[src/sci_pkg.sv]
/*
  shared constants of the sequence input handler: register map,
  control fields, reset values, alarm code and timing.
  assumes one 100 MHz clock and word-aligned byte addresses.
*/
package sci_pkg;
  // ----------------------------------------
  // register byte offsets
  // ----------------------------------------
  localparam logic [7:0] REG_CTRL  = 8'h00;
  localparam logic [7:0] REG_INPUT = 8'h04;
  localparam logic [7:0] REG_ISTAT = 8'h08;
  localparam logic [7:0] REG_IMASK = 8'h0C;
  localparam logic [7:0] REG_LAT_A = 8'h10;
  localparam logic [7:0] REG_LAT_B = 8'h14;
  localparam logic [7:0] REG_LAT_C = 8'h18;
  localparam logic [7:0] REG_ALARM = 8'h1C;
  // ----------------------------------------
  // control field positions and resets
  // ----------------------------------------
  localparam int CTRL_ESTOP_BIT = 0;
  localparam int CTRL_TSEL_LSB  = 4;
  localparam int CTRL_MAP_LSB   = 8;
  localparam int CTRL_LEN_LSB   = 12;
  localparam logic       ESTOP_EN_RST = 1'b1;
  localparam logic [2:0] TSEL_RST     = 3'h0;
  localparam logic [1:0] MAP_RST      = 2'h0;
  localparam logic [2:0] LEN_RST      = 3'h7;
  // torque limit selection values that arm the inputs
  localparam logic [2:0] TSEL_PIN_A = 3'h3;
  localparam logic [2:0] TSEL_PIN_B = 3'h5;
  // alarm code 87 decimal
  localparam logic [7:0] ESTOP_ALARM_CODE = 8'h57;
  // interrupt status bits
  localparam int IRQ_ESTOP = 0;
  localparam int IRQ_LAT0  = 1;
  localparam int IRQ_W     = 4;
  // ----------------------------------------
  // timing
  // ----------------------------------------
  localparam int CLK_MHZ       = 100;
  localparam int LATCH_MIN_US  = 1000;
  localparam int LATCH_MIN_CYC = LATCH_MIN_US * CLK_MHZ;
  // position map modes for the two assignable positions
  typedef enum logic [1:0] {
    SCI_MAP_DEFAULT = 2'h0,
    SCI_MAP_SWAP    = 2'h1,
    SCI_MAP_GP      = 2'h2,
    SCI_MAP_OFF     = 2'h3
  } sci_map_t;
endpackage : sci_pkg

[src/sci_latch_if.sv]
/*
  carrier between the handler and one latch channel.
  assumes both ends run on the handler clock.
*/
interface sci_latch_if #(parameter int W = 32);
  logic [W-1:0] count;
  logic         enable;
  logic [W-1:0] data;
  logic         done;
  logic         level;
  modport ctrl (output count, enable, input data, done, level);
  modport chan (input count, enable, output data, done, level);
endinterface : sci_latch_if

[src/sci_input_handler.sv]
/*
  sequence input handler: emergency stop supervision, three latch
  channels, torque limit selection, two assignable positions and a
  general input, with a small register port and one interrupt.
  assumes all pins are asynchronous and the counter is on clk.
*/
// Overview of operation
// - open stop loop while supervised raises alarm 87
// - supervision setting switchable, enabled by default
// - each latch input stores feedback counter value
// - sample taken at the on edge
// - torque inputs act only for setting 3 or 5
// - two positions assigned by setting, default otherwise
// - general input state made visible
module sci_input_handler
  import sci_pkg::*;
#(
  parameter int CNT_W     = 32,
  parameter int LATCH_CYC = LATCH_MIN_CYC
)
(
  // clock and reset
  input  wire logic             clk,
  input  wire logic             nrst,
  // register port
  input  wire logic [7:0]       addr,
  input  wire logic [31:0]      wdata,
  input  wire logic             wr,
  input  wire logic             rd,
  output logic      [31:0]      rdata,
  // sequence pins
  input  wire logic             estop_loop_closed,
  input  wire logic             latch_input_a,
  input  wire logic             latch_input_b,
  input  wire logic             latch_input_c,
  input  wire logic             general_purpose_input_one,
  input  wire logic             seq_pos_19,
  input  wire logic             seq_pos_20,
  // feedback pulse counter
  input  wire logic [CNT_W-1:0] feedback_count,
  // drive side results
  output logic                  estop_alarm,
  output logic      [7:0]       alarm_code,
  output logic                  forward_torque_limit_select,
  output logic                  reverse_torque_limit_select,
  output logic                  general_input_level,
  output logic                  irq
);
  // ----------------------------------------
  // state
  // ----------------------------------------
  logic [3:0]        s1_reg, s2_reg;
  logic              estop_en_reg;
  logic [2:0]        tsel_reg;
  sci_map_t          map_reg;
  logic [2:0]        len_reg;
  logic [IRQ_W-1:0]  istat_reg, imask_reg;
  logic              alarm_reg;
  logic              alarm_prev_reg;
  logic [7:0]        code_reg;
  logic              fwd_reg, rev_reg, gp_reg;
  logic [31:0]       rdata_reg;
  logic              loop_s, gp_s, p19_s, p20_s;
  logic              fwd_func, rev_func, gp_alt;
  logic              tsel_armed;
  logic [IRQ_W-1:0]  ev;
  logic [2:0]        lat_done, lat_lvl;
  logic [CNT_W-1:0]  lat_data [3];
  logic [2:0]        lat_pins;
  logic              wr_ctrl, wr_istat, wr_imask;

  assign lat_pins = {latch_input_c, latch_input_b, latch_input_a};

  // ----------------------------------------
  // pin synchronisers
  // ----------------------------------------
  // the first stage feeds only the second
  always_ff @(posedge clk)
  begin
    if (!nrst)
    begin
      // stop loop reads closed so no false alarm follows reset
      s1_reg <= 4'h1;
      s2_reg <= 4'h1;
    end
    else
    begin
      s1_reg <= {seq_pos_20, seq_pos_19,
                 general_purpose_input_one,
                 estop_loop_closed};
      s2_reg <= s1_reg;
    end
  end
  assign loop_s = s2_reg[0];
  assign gp_s   = s2_reg[1];
  assign p19_s  = s2_reg[2];
  assign p20_s  = s2_reg[3];

  // ----------------------------------------
  // latch channels
  // ----------------------------------------
  genvar gi;
  generate
    for (gi = 0; gi < 3; gi++)
    begin : g_lat
      sci_latch_if #(.W(CNT_W)) lif ();
      assign lif.count    = feedback_count;
      assign lif.enable   = len_reg[gi];
      assign lat_data[gi] = lif.data;
      assign lat_done[gi] = lif.done;
      assign lat_lvl[gi]  = lif.level;
      sci_latch_chan #(.HOLD(LATCH_CYC)) u_chan (
        .clk  (clk),
        .nrst (nrst),
        .pin  (lat_pins[gi]),
        .lif  (lif)
      );
    end
  endgenerate

  // ----------------------------------------
  // position assignment
  // ----------------------------------------
  // default: 19 forward limit, 20 reverse limit
  always_comb
  begin
    fwd_func = 1'b0;
    rev_func = 1'b0;
    gp_alt   = 1'b0;
    case (map_reg)
      SCI_MAP_DEFAULT:
      begin
        fwd_func = p19_s;
        rev_func = p20_s;
      end
      SCI_MAP_SWAP:
      begin
        fwd_func = p20_s;
        rev_func = p19_s;
      end
      SCI_MAP_GP:
        gp_alt = p19_s | p20_s;
      SCI_MAP_OFF:
        gp_alt = 1'b0;
      default:
      begin
        fwd_func = p19_s;
        rev_func = p20_s;
      end
    endcase
  end

  // only selection 3 or 5 lets the pins steer the limit
  assign tsel_armed = (tsel_reg == TSEL_PIN_A) ||
                      (tsel_reg == TSEL_PIN_B);

  // registered drive-side results
  always_ff @(posedge clk)
  begin
    if (!nrst)
    begin
      fwd_reg <= 1'b0;
      rev_reg <= 1'b0;
      gp_reg  <= 1'b0;
    end
    else
    begin
      fwd_reg <= tsel_armed && fwd_func;
      rev_reg <= tsel_armed && rev_func;
      gp_reg  <= gp_s;
    end
  end

  // ----------------------------------------
  // emergency stop supervision
  // ----------------------------------------
  // level alarm: clears itself once the loop closes
  always_ff @(posedge clk)
  begin
    if (!nrst)
    begin
      alarm_reg      <= 1'b0;
      alarm_prev_reg <= 1'b0;
      code_reg       <= 8'h00;
    end
    else
    begin
      alarm_reg      <= estop_en_reg && !loop_s;
      alarm_prev_reg <= alarm_reg;
      code_reg       <= (estop_en_reg && !loop_s) ?
                        ESTOP_ALARM_CODE : 8'h00;
    end
  end

  // ----------------------------------------
  // register writes
  // ----------------------------------------
  assign wr_ctrl  = wr && addr == REG_CTRL;
  assign wr_istat = wr && addr == REG_ISTAT;
  assign wr_imask = wr && addr == REG_IMASK;

  // control word
  always_ff @(posedge clk)
  begin
    if (!nrst)
    begin
      estop_en_reg <= ESTOP_EN_RST;
      tsel_reg     <= TSEL_RST;
      map_reg      <= sci_map_t'(MAP_RST);
      len_reg      <= LEN_RST;
    end
    else if (wr_ctrl)
    begin
      estop_en_reg <= wdata[CTRL_ESTOP_BIT];
      tsel_reg     <= wdata[CTRL_TSEL_LSB +: 3];
      map_reg      <= sci_map_t'(wdata[CTRL_MAP_LSB +: 2]);
      len_reg      <= wdata[CTRL_LEN_LSB +: 3];
    end
  end

  // mask
  always_ff @(posedge clk)
  begin
    if (!nrst)
      imask_reg <= '0;
    else if (wr_imask)
      imask_reg <= wdata[IRQ_W-1:0];
  end

  // sticky events; a set in the clearing cycle survives
  assign ev = {lat_done, alarm_reg && !alarm_prev_reg};
  always_ff @(posedge clk)
  begin
    if (!nrst)
      istat_reg <= '0;
    else if (wr_istat)
      istat_reg <= (istat_reg & ~wdata[IRQ_W-1:0]) | ev;
    else
      istat_reg <= istat_reg | ev;
  end

  // ----------------------------------------
  // register reads
  // ----------------------------------------
  // data valid the cycle after rd; unmapped reads zero
  always_ff @(posedge clk)
  begin
    if (!nrst)
      rdata_reg <= 32'h0000_0000;
    else if (rd)
    begin
      rdata_reg <= 32'h0000_0000;
      case (addr)
        REG_CTRL:
        begin
          rdata_reg[CTRL_ESTOP_BIT]      <= estop_en_reg;
          rdata_reg[CTRL_TSEL_LSB +: 3]  <= tsel_reg;
          rdata_reg[CTRL_MAP_LSB +: 2]   <= map_reg;
          rdata_reg[CTRL_LEN_LSB +: 3]   <= len_reg;
        end
        REG_INPUT:
          rdata_reg[8:0] <= {gp_alt, lat_lvl, p20_s, p19_s,
                             gp_s, loop_s, alarm_reg};
        REG_ISTAT: rdata_reg[IRQ_W-1:0] <= istat_reg;
        REG_IMASK: rdata_reg[IRQ_W-1:0] <= imask_reg;
        REG_LAT_A: rdata_reg[CNT_W-1:0] <= lat_data[0];
        REG_LAT_B: rdata_reg[CNT_W-1:0] <= lat_data[1];
        REG_LAT_C: rdata_reg[CNT_W-1:0] <= lat_data[2];
        REG_ALARM: rdata_reg[7:0]       <= code_reg;
        default:   rdata_reg            <= 32'h0000_0000;
      endcase
    end
    else
      rdata_reg <= 32'h0000_0000;
  end

  // ----------------------------------------
  // outputs
  // ----------------------------------------
  assign rdata       = rdata_reg;
  assign estop_alarm = alarm_reg;
  assign alarm_code  = code_reg;
  assign forward_torque_limit_select = fwd_reg;
  assign reverse_torque_limit_select = rev_reg;
  assign general_input_level         = gp_reg;
  assign irq = |(istat_reg & imask_reg);
endmodule : sci_input_handler

[src/sci_latch_chan.sv]
/*
  one external latch channel: synchroniser, on-edge capture of the
  feedback count, publish once the pulse has stood its minimum width.
  assumes the pin is asynchronous to clk.
*/
module sci_latch_chan
  import sci_pkg::*;
#(
  parameter int HOLD = LATCH_MIN_CYC
)
(
  // clock and reset
  input wire logic clk,
  input wire logic nrst,
  // latch pin
  input wire logic pin,
  // handler side
  sci_latch_if.chan lif
);
  localparam int CW = $clog2(HOLD + 1);
  localparam int DW = $bits(lif.data);
  logic          s1_reg, s2_reg, prev_reg;
  logic          pend_reg;
  logic [CW-1:0] cnt_reg;
  logic [DW-1:0] shadow_reg;
  logic [DW-1:0] data_reg;
  logic          done_reg;
  logic          rise;

  // two-flop synchroniser, then edge history
  always_ff @(posedge clk)
  begin
    if (!nrst)
    begin
      s1_reg   <= 1'b0;
      s2_reg   <= 1'b0;
      prev_reg <= 1'b0;
    end
    else
    begin
      s1_reg   <= pin;
      s2_reg   <= s1_reg;
      prev_reg <= s2_reg;
    end
  end
  assign rise = s2_reg && !prev_reg;

  // sample on the on edge; a short pulse is dropped, not published
  always_ff @(posedge clk)
  begin
    if (!nrst)
    begin
      pend_reg   <= 1'b0;
      cnt_reg    <= '0;
      shadow_reg <= '0;
      data_reg   <= '0;
      done_reg   <= 1'b0;
    end
    else
    begin
      done_reg <= 1'b0;
      if (rise && lif.enable)
      begin
        shadow_reg <= lif.count;
        pend_reg   <= 1'b1;
        cnt_reg    <= CW'(1);
      end
      else if (pend_reg && !s2_reg)
        pend_reg <= 1'b0;
      else if (pend_reg && cnt_reg == CW'(HOLD - 1))
      begin
        pend_reg <= 1'b0;
        data_reg <= shadow_reg;
        done_reg <= 1'b1;
      end
      else if (pend_reg)
        cnt_reg <= cnt_reg + CW'(1);
    end
  end

  assign lif.data  = data_reg;
  assign lif.done  = done_reg;
  assign lif.level = s2_reg;
endmodule : sci_latch_chan

[config.mk]
export PLATFORM = sky130hd
export DESIGN_NAME = sci_input_handler
export DESIGN_NICKNAME = d
export VERILOG_FILES = /design/src/sci_pkg.sv /design/src/sci_latch_if.sv /design/src/sci_input_handler.sv /design/src/sci_latch_chan.sv
export SDC_FILE = /design/constraint.sdc
export NUM_CORES = 1
export LEC_CHECK = 0
export BUFFER_PORTS_ARGS = -buffer_cell sky130_fd_sc_hd__buf_4
export CORE_ASPECT_RATIO = 1.1
export CORE_MARGIN = 8
export CORE_UTILIZATION = 56
export CTS_CLUSTER_SIZE = 25
export DETAILED_ROUTE_END_ITERATION = 8
export PLACE_DENSITY = 0.78
export SLEW_MARGIN = 20
export SYNTH_ARGS = -nofsm -noshare
export SYNTH_HDL_FRONTEND = slang
export SYNTH_HIERARCHICAL = 1
export SYNTH_SLANG_ARGS = --single-unit
[constraint.sdc]
create_clock -name clk -period 2.59 [get_ports clk]
set_input_delay 0.259 -clock clk [delete_from_list [all_inputs] [get_ports clk]]
set_output_delay 0.259 -clock clk [all_outputs]
set_load 0.01 [all_outputs]
**Word-level counts from Yosys, hierarchy flattened**

Cells that the tools add are included.

- Bits of input ports: 83
- Output and inout port bits: 45
- Word-level logic and storage cells: 172
- Bits in registers: 328

- Reductions and logical operators: 53
- Bitwise operators: 16
- Equality and inequality tests: 20
- Multiplexer cells: 38
- Add/sub/neg operators: 3

Operators by type and width:

| operator | count |
|---|---|
| $add A17 B1 Y17 const B | 3 |
| $eq A17 B17 Y1 const B | 3 |
| $pmux W17 S3 | 1 |
| $eq A8 B5 Y1 const B | 4 |
| $reduce_and A3 Y1 | 9 |
| $mux W1 | 25 |
| $pmux W3 S7 | 1 |
| $logic_and A1 B1 Y1 | 19 |
| $pmux W3 S6 | 1 |
| $eq A8 B4 Y1 const B | 2 |
| $ne A2 B1 Y1 const B | 6 |
| $pmux W3 S4 | 1 |
| $not A1 Y1 | 10 |
| $pmux W1 S5 | 2 |
| $reduce_bool A3 Y1 | 3 |
| $reduce_or A3 Y1 | 3 |
| $and A4 B4 Y4 | 2 |
| $eq A8 B3 Y1 const B | 1 |
| $logic_not A1 Y1 | 8 |
| $logic_not A8 Y1 | 1 |
| $or A4 B4 Y4 | 2 |
| $pmux W1 S8 | 1 |
| $mux W7 | 1 |
| $pmux W2 S3 | 1 |
| 15 further kinds | 20 |

**Depth between registers and ports, before layout**

Gate-level depths: netlist (run 1).

- Depth in word-level cells: 5
- Gate-level depth with buffers: 7
- Mapped depth without buffers: 5

**Cells and area by module**

The synthesis (run 1) kept the hierarchy.

By module, submodules not included:

| module | instances | cells each | seq. area each (um^2) | area each (um^2) |
|---|---|---|---|---|
| sci_latch_chan | 3 | 408 | 1,721.7 | 3,484.6 |
| sci_input_handler | 1 | 301 | 1,241.2 | 3,126.7 |

**Least setup slack after synthesis (run 1)**

Ideal clock, no wire load.

- Kind: register -> register
- Start point: reg g_lat[0].u_chan.cnt_reg[12]
- End point: reg g_lat[0].u_chan.data_reg[10]
- Library setup time: 118 ps
- Period minus slack after synthesis: 2,066 ps
- Arrival: 1,948 ps
- Cell stages (with the launch flop): 7
- Slack: 524 ps
- Buffers on the path: 2
- Data required time: 2,472 ps
- Cell sequence: dfxtp_1 or4b_4 or2_0 or4_4 buf_6 buf_12 mux2i_1

- Cells in the longest elaborated chain, start to end: 3

RTL lines:

| item | line | text |
|---|---|---|
| start: declaration | sci_latch_chan.sv:24 | `logic [CW-1:0] cnt_reg;` |
| start signal: assignment | sci_latch_chan.sv:77 | `cnt_reg <= cnt_reg + CW'(1);` |
| $eq A17 B17 Y1 | sci_latch_chan.sv:70 | `else if (pend_reg && cnt_reg == CW'(HOLD - 1))` |
| $logic_and A1 B1 Y1 | sci_latch_chan.sv:70 |  |
| $reduce_and A3 Y1 (no source line) | n/a |  |
| end signal: assignment | sci_latch_chan.sv:73 | `data_reg <= shadow_reg;` |
| end: declaration | sci_latch_chan.sv:26 | `logic [DW-1:0] data_reg;` |

No other way between the ends.
A chain may end at the register's enable or synchronous reset.

**Worst setup path after layout (run 1)**

- Start point: reg g_lat[0].u_chan.cnt_reg[12]
- End point: reg g_lat[0].u_chan.data_reg[18]

The elaborated chain is that of the path after synthesis.

==> results.toml, run 1 <==
[logic_synthesis]
muxShareOfSynthArea_pct = 10.25
synthCells = 1525
synth_compound_area_share_pct = 12.50
syn_area_um2 = 13580
synth_xor_area_share_pct = 0.06449
ys.flop_type = "dfxtp_1"
synth-edff-count = 0
synth_top_area_share_pct = 47.17
synth.area.top_cells = "dfxtp_1, nand2_1, mux2i_1"
avgSynthCellArea_um2 = 8.905
synth_fa_ha_area_share_pct = 0.2764
synthSimpleGateAreaFrac_pct = 24.58
ys_warn_count = 6
async_flop_share_pct = 0
ys_seq_area_share_pct = 47.17
synth_top_family_by_area = "simple AND/OR/NAND/NOR gates"
synthDistinctLibCells = 70
ys_seq_elements = 320
yosysTopAreaCell = "dfxtp_1"

[power]
worst_ir_drop_vdd_mv = 0.5150
power.leakage_nw = 6.229
p_total_mw = 10.33
p_per_area_nw_per_um2 = 661.0

[sta]
fin_ws_ps = 238.4
finalSetupViolCount = 0
final_min_period_over_clock_period_pct = 90.80
fin_worst_skew_ps = 17.05
fmax_mhz = 425.2
worstMarginPinSlew_ps = 689.8
period_needed_ps = 2352
grt_setup_unrepaired = "false"
finalSetupTns_ps = 0
finalHoldViolCount = 0
maxSlewViolCount = 0
slew_headroom_pct = 54.01

[floorplan]
num_rows = 59
start_util_pct = 57.13
io_pins = 128
die_area_um2 = 29500
die_y_um = 179.3
die_x_um = 164.5
coreArea_um2 = 23770

[job]
maxCapViolCount = 0

[clock_network]
clk_latency_ps = 520
htreeDepth = 2
post_cts_resized = 0
cts_tree = "built"
clockRootBuffer = "clkbuf_16"
cts_sinks = 320
numCtsBuffers = 34
cts.clk_slew.worst_paths_ps = 60
cts_max_path_buffers = 3

[drt]
dr.max_layer_used = "met4"
drt_wl_total_um = 34360
wl_met2_um = 16590
drc = 0
viasPerCell = 5.791
detail-route-antenna-nets = 0
wl_met3_um = 2242
drt_iter0_markers = 847
drt-met1-wl_um = 14770
vias = 11189
wire_per_inst_um = 17.79
drt_pre_antenna_iters = 5

[global_routing]
grt_pass1_wl_um = 54340
grt-ovfl-total = 0
antenna_found_initial = 0
track_usage_pct = 22.71
grt_max_degree = 111
grt_pass1_vias = 10835

[critical_path]
slowest_stage = "or4_4"
setup.worst_path.start = "g_lat[0].u_chan/cnt_reg[12]"
slowest_delay_ps = 800
worstPathCellList = "or4b_4 -> or2_0 -> or4_4 -> mux2i_1"
cp_top_family = "simple AND/OR/NAND/NOR gates"
r2r-start = "g_lat[0].u_chan/cnt_reg[12]"
crit_buf_inv = 0
arrival_ps = 2730
end_kind = "flip-flop"
critPathLaunchType = "flip-flop"
criticalPathCategory = "reg -> reg"
crit_path_max_fanout = 32
required_ps = 2970

[hold_path]
hold_start = "wdata[9]"
min_path_type = "in -> reg"

[final_layout]
drive_above_1_share_pct = 14.02
nNetsFinal = 1688
instances_no_fill = 1932
design_area_um2 = 15640
final_cell_mix = "nand2_1, dfxtp_1, mux2i_1"
final_common_cell = "nand2_1"
syn2layout_area_growth_pct = 15.14

[place]
dpl.hpwl_um = 21100
io_buffers = 104
place_inst = 1847
dpl_worst_slack_ps = 265.8
place_area_um2 = 14280
gp_congestion = 0.8704

[run_status]
status = "finished clean"
==> worst reg2reg max path: cells and delay by family, from the launching register on <==
kind / cells / cell delay [ps]
and+or+nand+nor: 3 / 1600
DFF: 1 / 350
muxes: 1 / 270
==> repair_timing <==
| item | CTS | global route |
|---|---|---|
| hold buffers | 24 | 0 |
| setup buffers | 0 | 0 |
| endpoints found under the hold margin | 31 | 0 |
==> Yosys cell counts (all sizes together), types with 4 or more instances <==
| cell | instances |
|---|---|
| clkbuf | 65 |
| a211oi | 11 |
| nor3 | 12 |
| o2bb2ai | 20 |
| and2 | 25 |
| a21oi | 127 |
| buf | 46 |
| a21boi | 8 |
| o211ai | 10 |
| mux2i | 130 |
| and3 | 11 |
| nor2b | 12 |
| a22oi | 27 |
| mux2 | 6 |
| dfxtp | 320 |
| nand2 | 446 |
| or4 | 33 |
| nand4 | 15 |
| a32oi | 4 |
| o21a | 8 |
| o21ai | 17 |
| and3b | 4 |
| or3 | 9 |
| or4b | 4 |
| and4 | 10 |
| nor2 | 29 |
| nor4 | 8 |
| nor4b | 9 |
| inv | 8 |
| nand3 | 33 |
| o31ai | 18 |
==> logic make-up (layout without fill, tap and decap cells) <==
logic type,count (synthesis),after routing
compound gates,260,260
xor+xnor,1,1
fa+ha+maj,3,3
buf+inv,122,221
flops,320,320
mux,137,137
other cells,1,4
simple gates,681,681
==> final cells by class <==
type                            instances  area, um^2
Inverter                               11       41.29
Antenna cell                            1       2.502
Fill cell                            1927        8134
Clock inverter                         11       130.1
Multi-Input combinational cell       1085        6485
Timing Repair Buffer                  150        1202
Sequential cell                       320        6406
Tap cell                              305       381.6
Clock buffer                           49       987.2
==> power by group <==
part	internal (mW)	leakage (nW)	switching (mW)
combinational	0.192	3.09	0.332
clock	2.78	0.548	2.00
sequential	4.99	2.59	0.0392
==> stage by stage <==
| stage | util (%) | hold WS [ps] |
|---|---|---|
| after global routing | 65.77 | 4.171 |
| final | 65.78 | 8.975 |
| after detailed placement | 60.06 | 411.9 |
| after CTS | 65.77 | 0.4499 |
| after floorplan | - | 360.5 |
| after global placement | 60.06 | 391.0 |
==> worst paths after layout <==
path,slack [ps],end,cells past startpoint
worst max register to register,240,g_lat[0].u_chan/lif.data[18],4
worst min register to register,410,s2_reg[0],1
worst max-delay path,240,g_lat[0].u_chan/lif.data[18],4
worst min-delay path,9,map_reg[1],3
==> routing by layer <==
| metal | up-vias | GRT usage (%) |
|---|---|---|
| li1 | 5438 | - |
| met1 | 5341 | 28.16 |
| met2 | 351 | 39.33 |
| met3 | 59 | 3.790 |
| met4 | 0 | 7.889 |
| met5 | - | 0 |
No activity file was read; power rests on OpenSTA's default activity.
==> inputs of run 2 (changes only) <==
--- a/config.mk
+++ b/config.mk
@@ -5,6 +5,7 @@
 export SDC_FILE = /design/constraint.sdc
 export NUM_CORES = 1
 export LEC_CHECK = 0
+export ABC_AREA = 1
 export BUFFER_PORTS_ARGS = -buffer_cell sky130_fd_sc_hd__buf_4
 export CORE_ASPECT_RATIO = 1.1
 export CORE_MARGIN = 8
==> results.toml, run 2 <==
[logic_synthesis]
ys_seq_area_share_pct = 45.01
synth.area.top_cells = "dfxtp_1, nand2_1, nor2_1"
synth.most_common_cell = "nand2_1"
ys.flop_type = "dfxtp_1"
avgSynthCellArea_um2 = 7.202
synthDistinctLibCells = 37
synthCells = 1976
synth_top_area_share_pct = 45.01
ys_seq_elements = 320
synth-edff-count = 0
syn_area_um2 = 14230
yosysTopAreaCell = "dfxtp_1"
ys_top_cells_by_count = "nand2_1, dfxtp_1, nor2_1"
ys_warn_count = 6
async_flop_share_pct = 0

[clock_network]
clk_latency_ps = 510
cts_tree = "built"
cts_sinks = 320
cts_max_path_buffers = 3
clockRootBuffer = "clkbuf_16"
ctsHoldBuffers = 19
cts_setup_buffers = 0
htreeDepth = 2
numCtsBuffers = 34
post_cts_resized = 0
cts.clk_slew.worst_paths_ps = 60

[drt]
drt_pre_antenna_iters = 6
drt_iter0_markers = 1365
wire_per_inst_um = 15.85
viasPerCell = 5.435
detail-route-antenna-nets = 0
drt_wl_total_um = 38030
vias = 13038
drc = 0

[floorplan]
num_rows = 61
die_y_um = 183.2
io_pins = 128
die_x_um = 168.0
start_util_pct = 56.67
coreArea_um2 = 25110
die_area_um2 = 30780

[global_routing]
track_usage_pct = 24.01
antenna_found_initial = 0
grt_pass1_vias = 11945
grt_max_degree = 139
grt_pass1_wl_um = 61040
grt-ovfl-total = 0

[power]
seqPwrFrac_pct = 49.1
p_total_mw = 10.33
power.leakage_nw = 7.827
p_per_area_nw_per_um2 = 630.8
p_int_mw = 8.010
worst_ir_drop_vdd_mv = 0.3971
combPwrFrac_pct = 5.0
power_frac_clock_pct = 45.9
p_sw_share_pct = 22.42
p_sw_mw = 2.315

[sta]
finalSetupTns_ps = 0
worstMarginPinSlew_ps = 719.6
grt_setup_unrepaired = "false"
final_min_period_over_clock_period_pct = 77.42
slew_headroom_pct = 51.87
finalSetupViolCount = 0
maxSlewViolCount = 0
fin_worst_skew_ps = 15.84
fmax_mhz = 498.7
period_needed_ps = 2005
finalHoldViolCount = 0

[hold_path]
min_path_type = "in -> reg"

[place]
gp_congestion = 0.8836
dpl.hpwl_um = 25090
io_buffers = 104

[run_status]
status = "finished clean"

[critical_path]
r2r_slack_ps = 580
crit_path_max_fanout = 19
arrival_ps = 2460
critPathLaunchType = "flip-flop"
required_ps = 3040
end_kind = "flip-flop"
criticalPathCategory = "reg -> reg"

[final_layout]
multiInputGateArea_um2 = 6615
final_common_cell = "nand2_1"
syn2layout_area_growth_pct = 15.03
nNetsFinal = 2148
seq_area_um2 = 6406
fillers = 2163
final_cell_mix = "nand2_1, dfxtp_1, nor2_1"
diodes = 0
drive_above_1_share_pct = 13.58

[job]
maxCapViolCount = 0
-- run 2: routing by layer --
| metal | global-route usage (%) | share of wire (%) |
|---|---|---|
| met1 | 30.85 | 42 |
| met2 | 40.18 | 47 |
| met3 | 4.451 | 8.4 |
| met4 | 7.827 | 2.6 |
| met5 | 0 | 0 |
-- run 2: path summary, 6_finish.rpt --
path / start / end / depth (start not counted)
setup / recovery: g_lat[1].u_chan/lif.level / g_lat[1].u_chan/lif.data[13] / 7
hold / removal: feedback_count[28] / g_lat[0].u_chan/shadow_reg[28] / 3
setup reg to reg: g_lat[1].u_chan/lif.level / g_lat[1].u_chan/lif.data[13] / 7
hold reg to reg: g_lat[0].u_chan/s1_reg / g_lat[0].u_chan/lif.level / 2
-- run 2: cell families (layout without fill, tap and decap cells) --
group                      after synthesis  after routing  synth area share [%]
and+or+nand+nor                       1175           1175                 38.16
adders and majority gates                3              3                0.2638
buffers and inverters                  272            378                 8.554
xor gates and xnor gates                24             24                 1.477
other                                    1              3               0.02635
AOI/OAI and AO/OA                      181            181                 6.506
DFF                                    320            320                 45.01
-- run 2: cell type report --
type,instances,area share (%)
clock inverters,8,0.4510
repair buffers,149,7.452
clock buffers,50,6.199
well taps,315,2.408
multi-input cells,1386,40.41
flip-flops and latches,320,39.13
inverters,171,3.944
-- run 2: power by group through the flow --
stage	logic, mW	clock network, mW	registers (mW)
floorplan	0.281	0	5.16
global placement	0.473	0	5.17
detailed placement	0.483	0	5.17
CTS	0.510	4.80	5.07
global route	0.559	5.01	5.07
finish	0.516	4.74	5.07
-- run 2: critical path, cell delays in order (launching register included) --
cell and delay (ps):
dfxtp_1 480, nand2_1 140, nor2_4 340, inv_2 270
buf_4 290, nand3_4 240, nand2_1 90, nand2_1 80
-- run 2: through the flow --
step	setup slack, ps	cell area [um^2]	hold WS [ps]	cells	util, %
2_1_floorplan	1134	14240	356.6	1978	-
3_3_place_gp	517.6	15090	394.1	2322	60.10
3_5_place_dp	478.6	15090	397.6	2322	60.10
4_1_cts	604.2	16370	0.7482	2399	65.19
5_1_grt	425.4	16370	11.04	2399	65.19
6_report	584.8	16370	1.437	2399	65.19
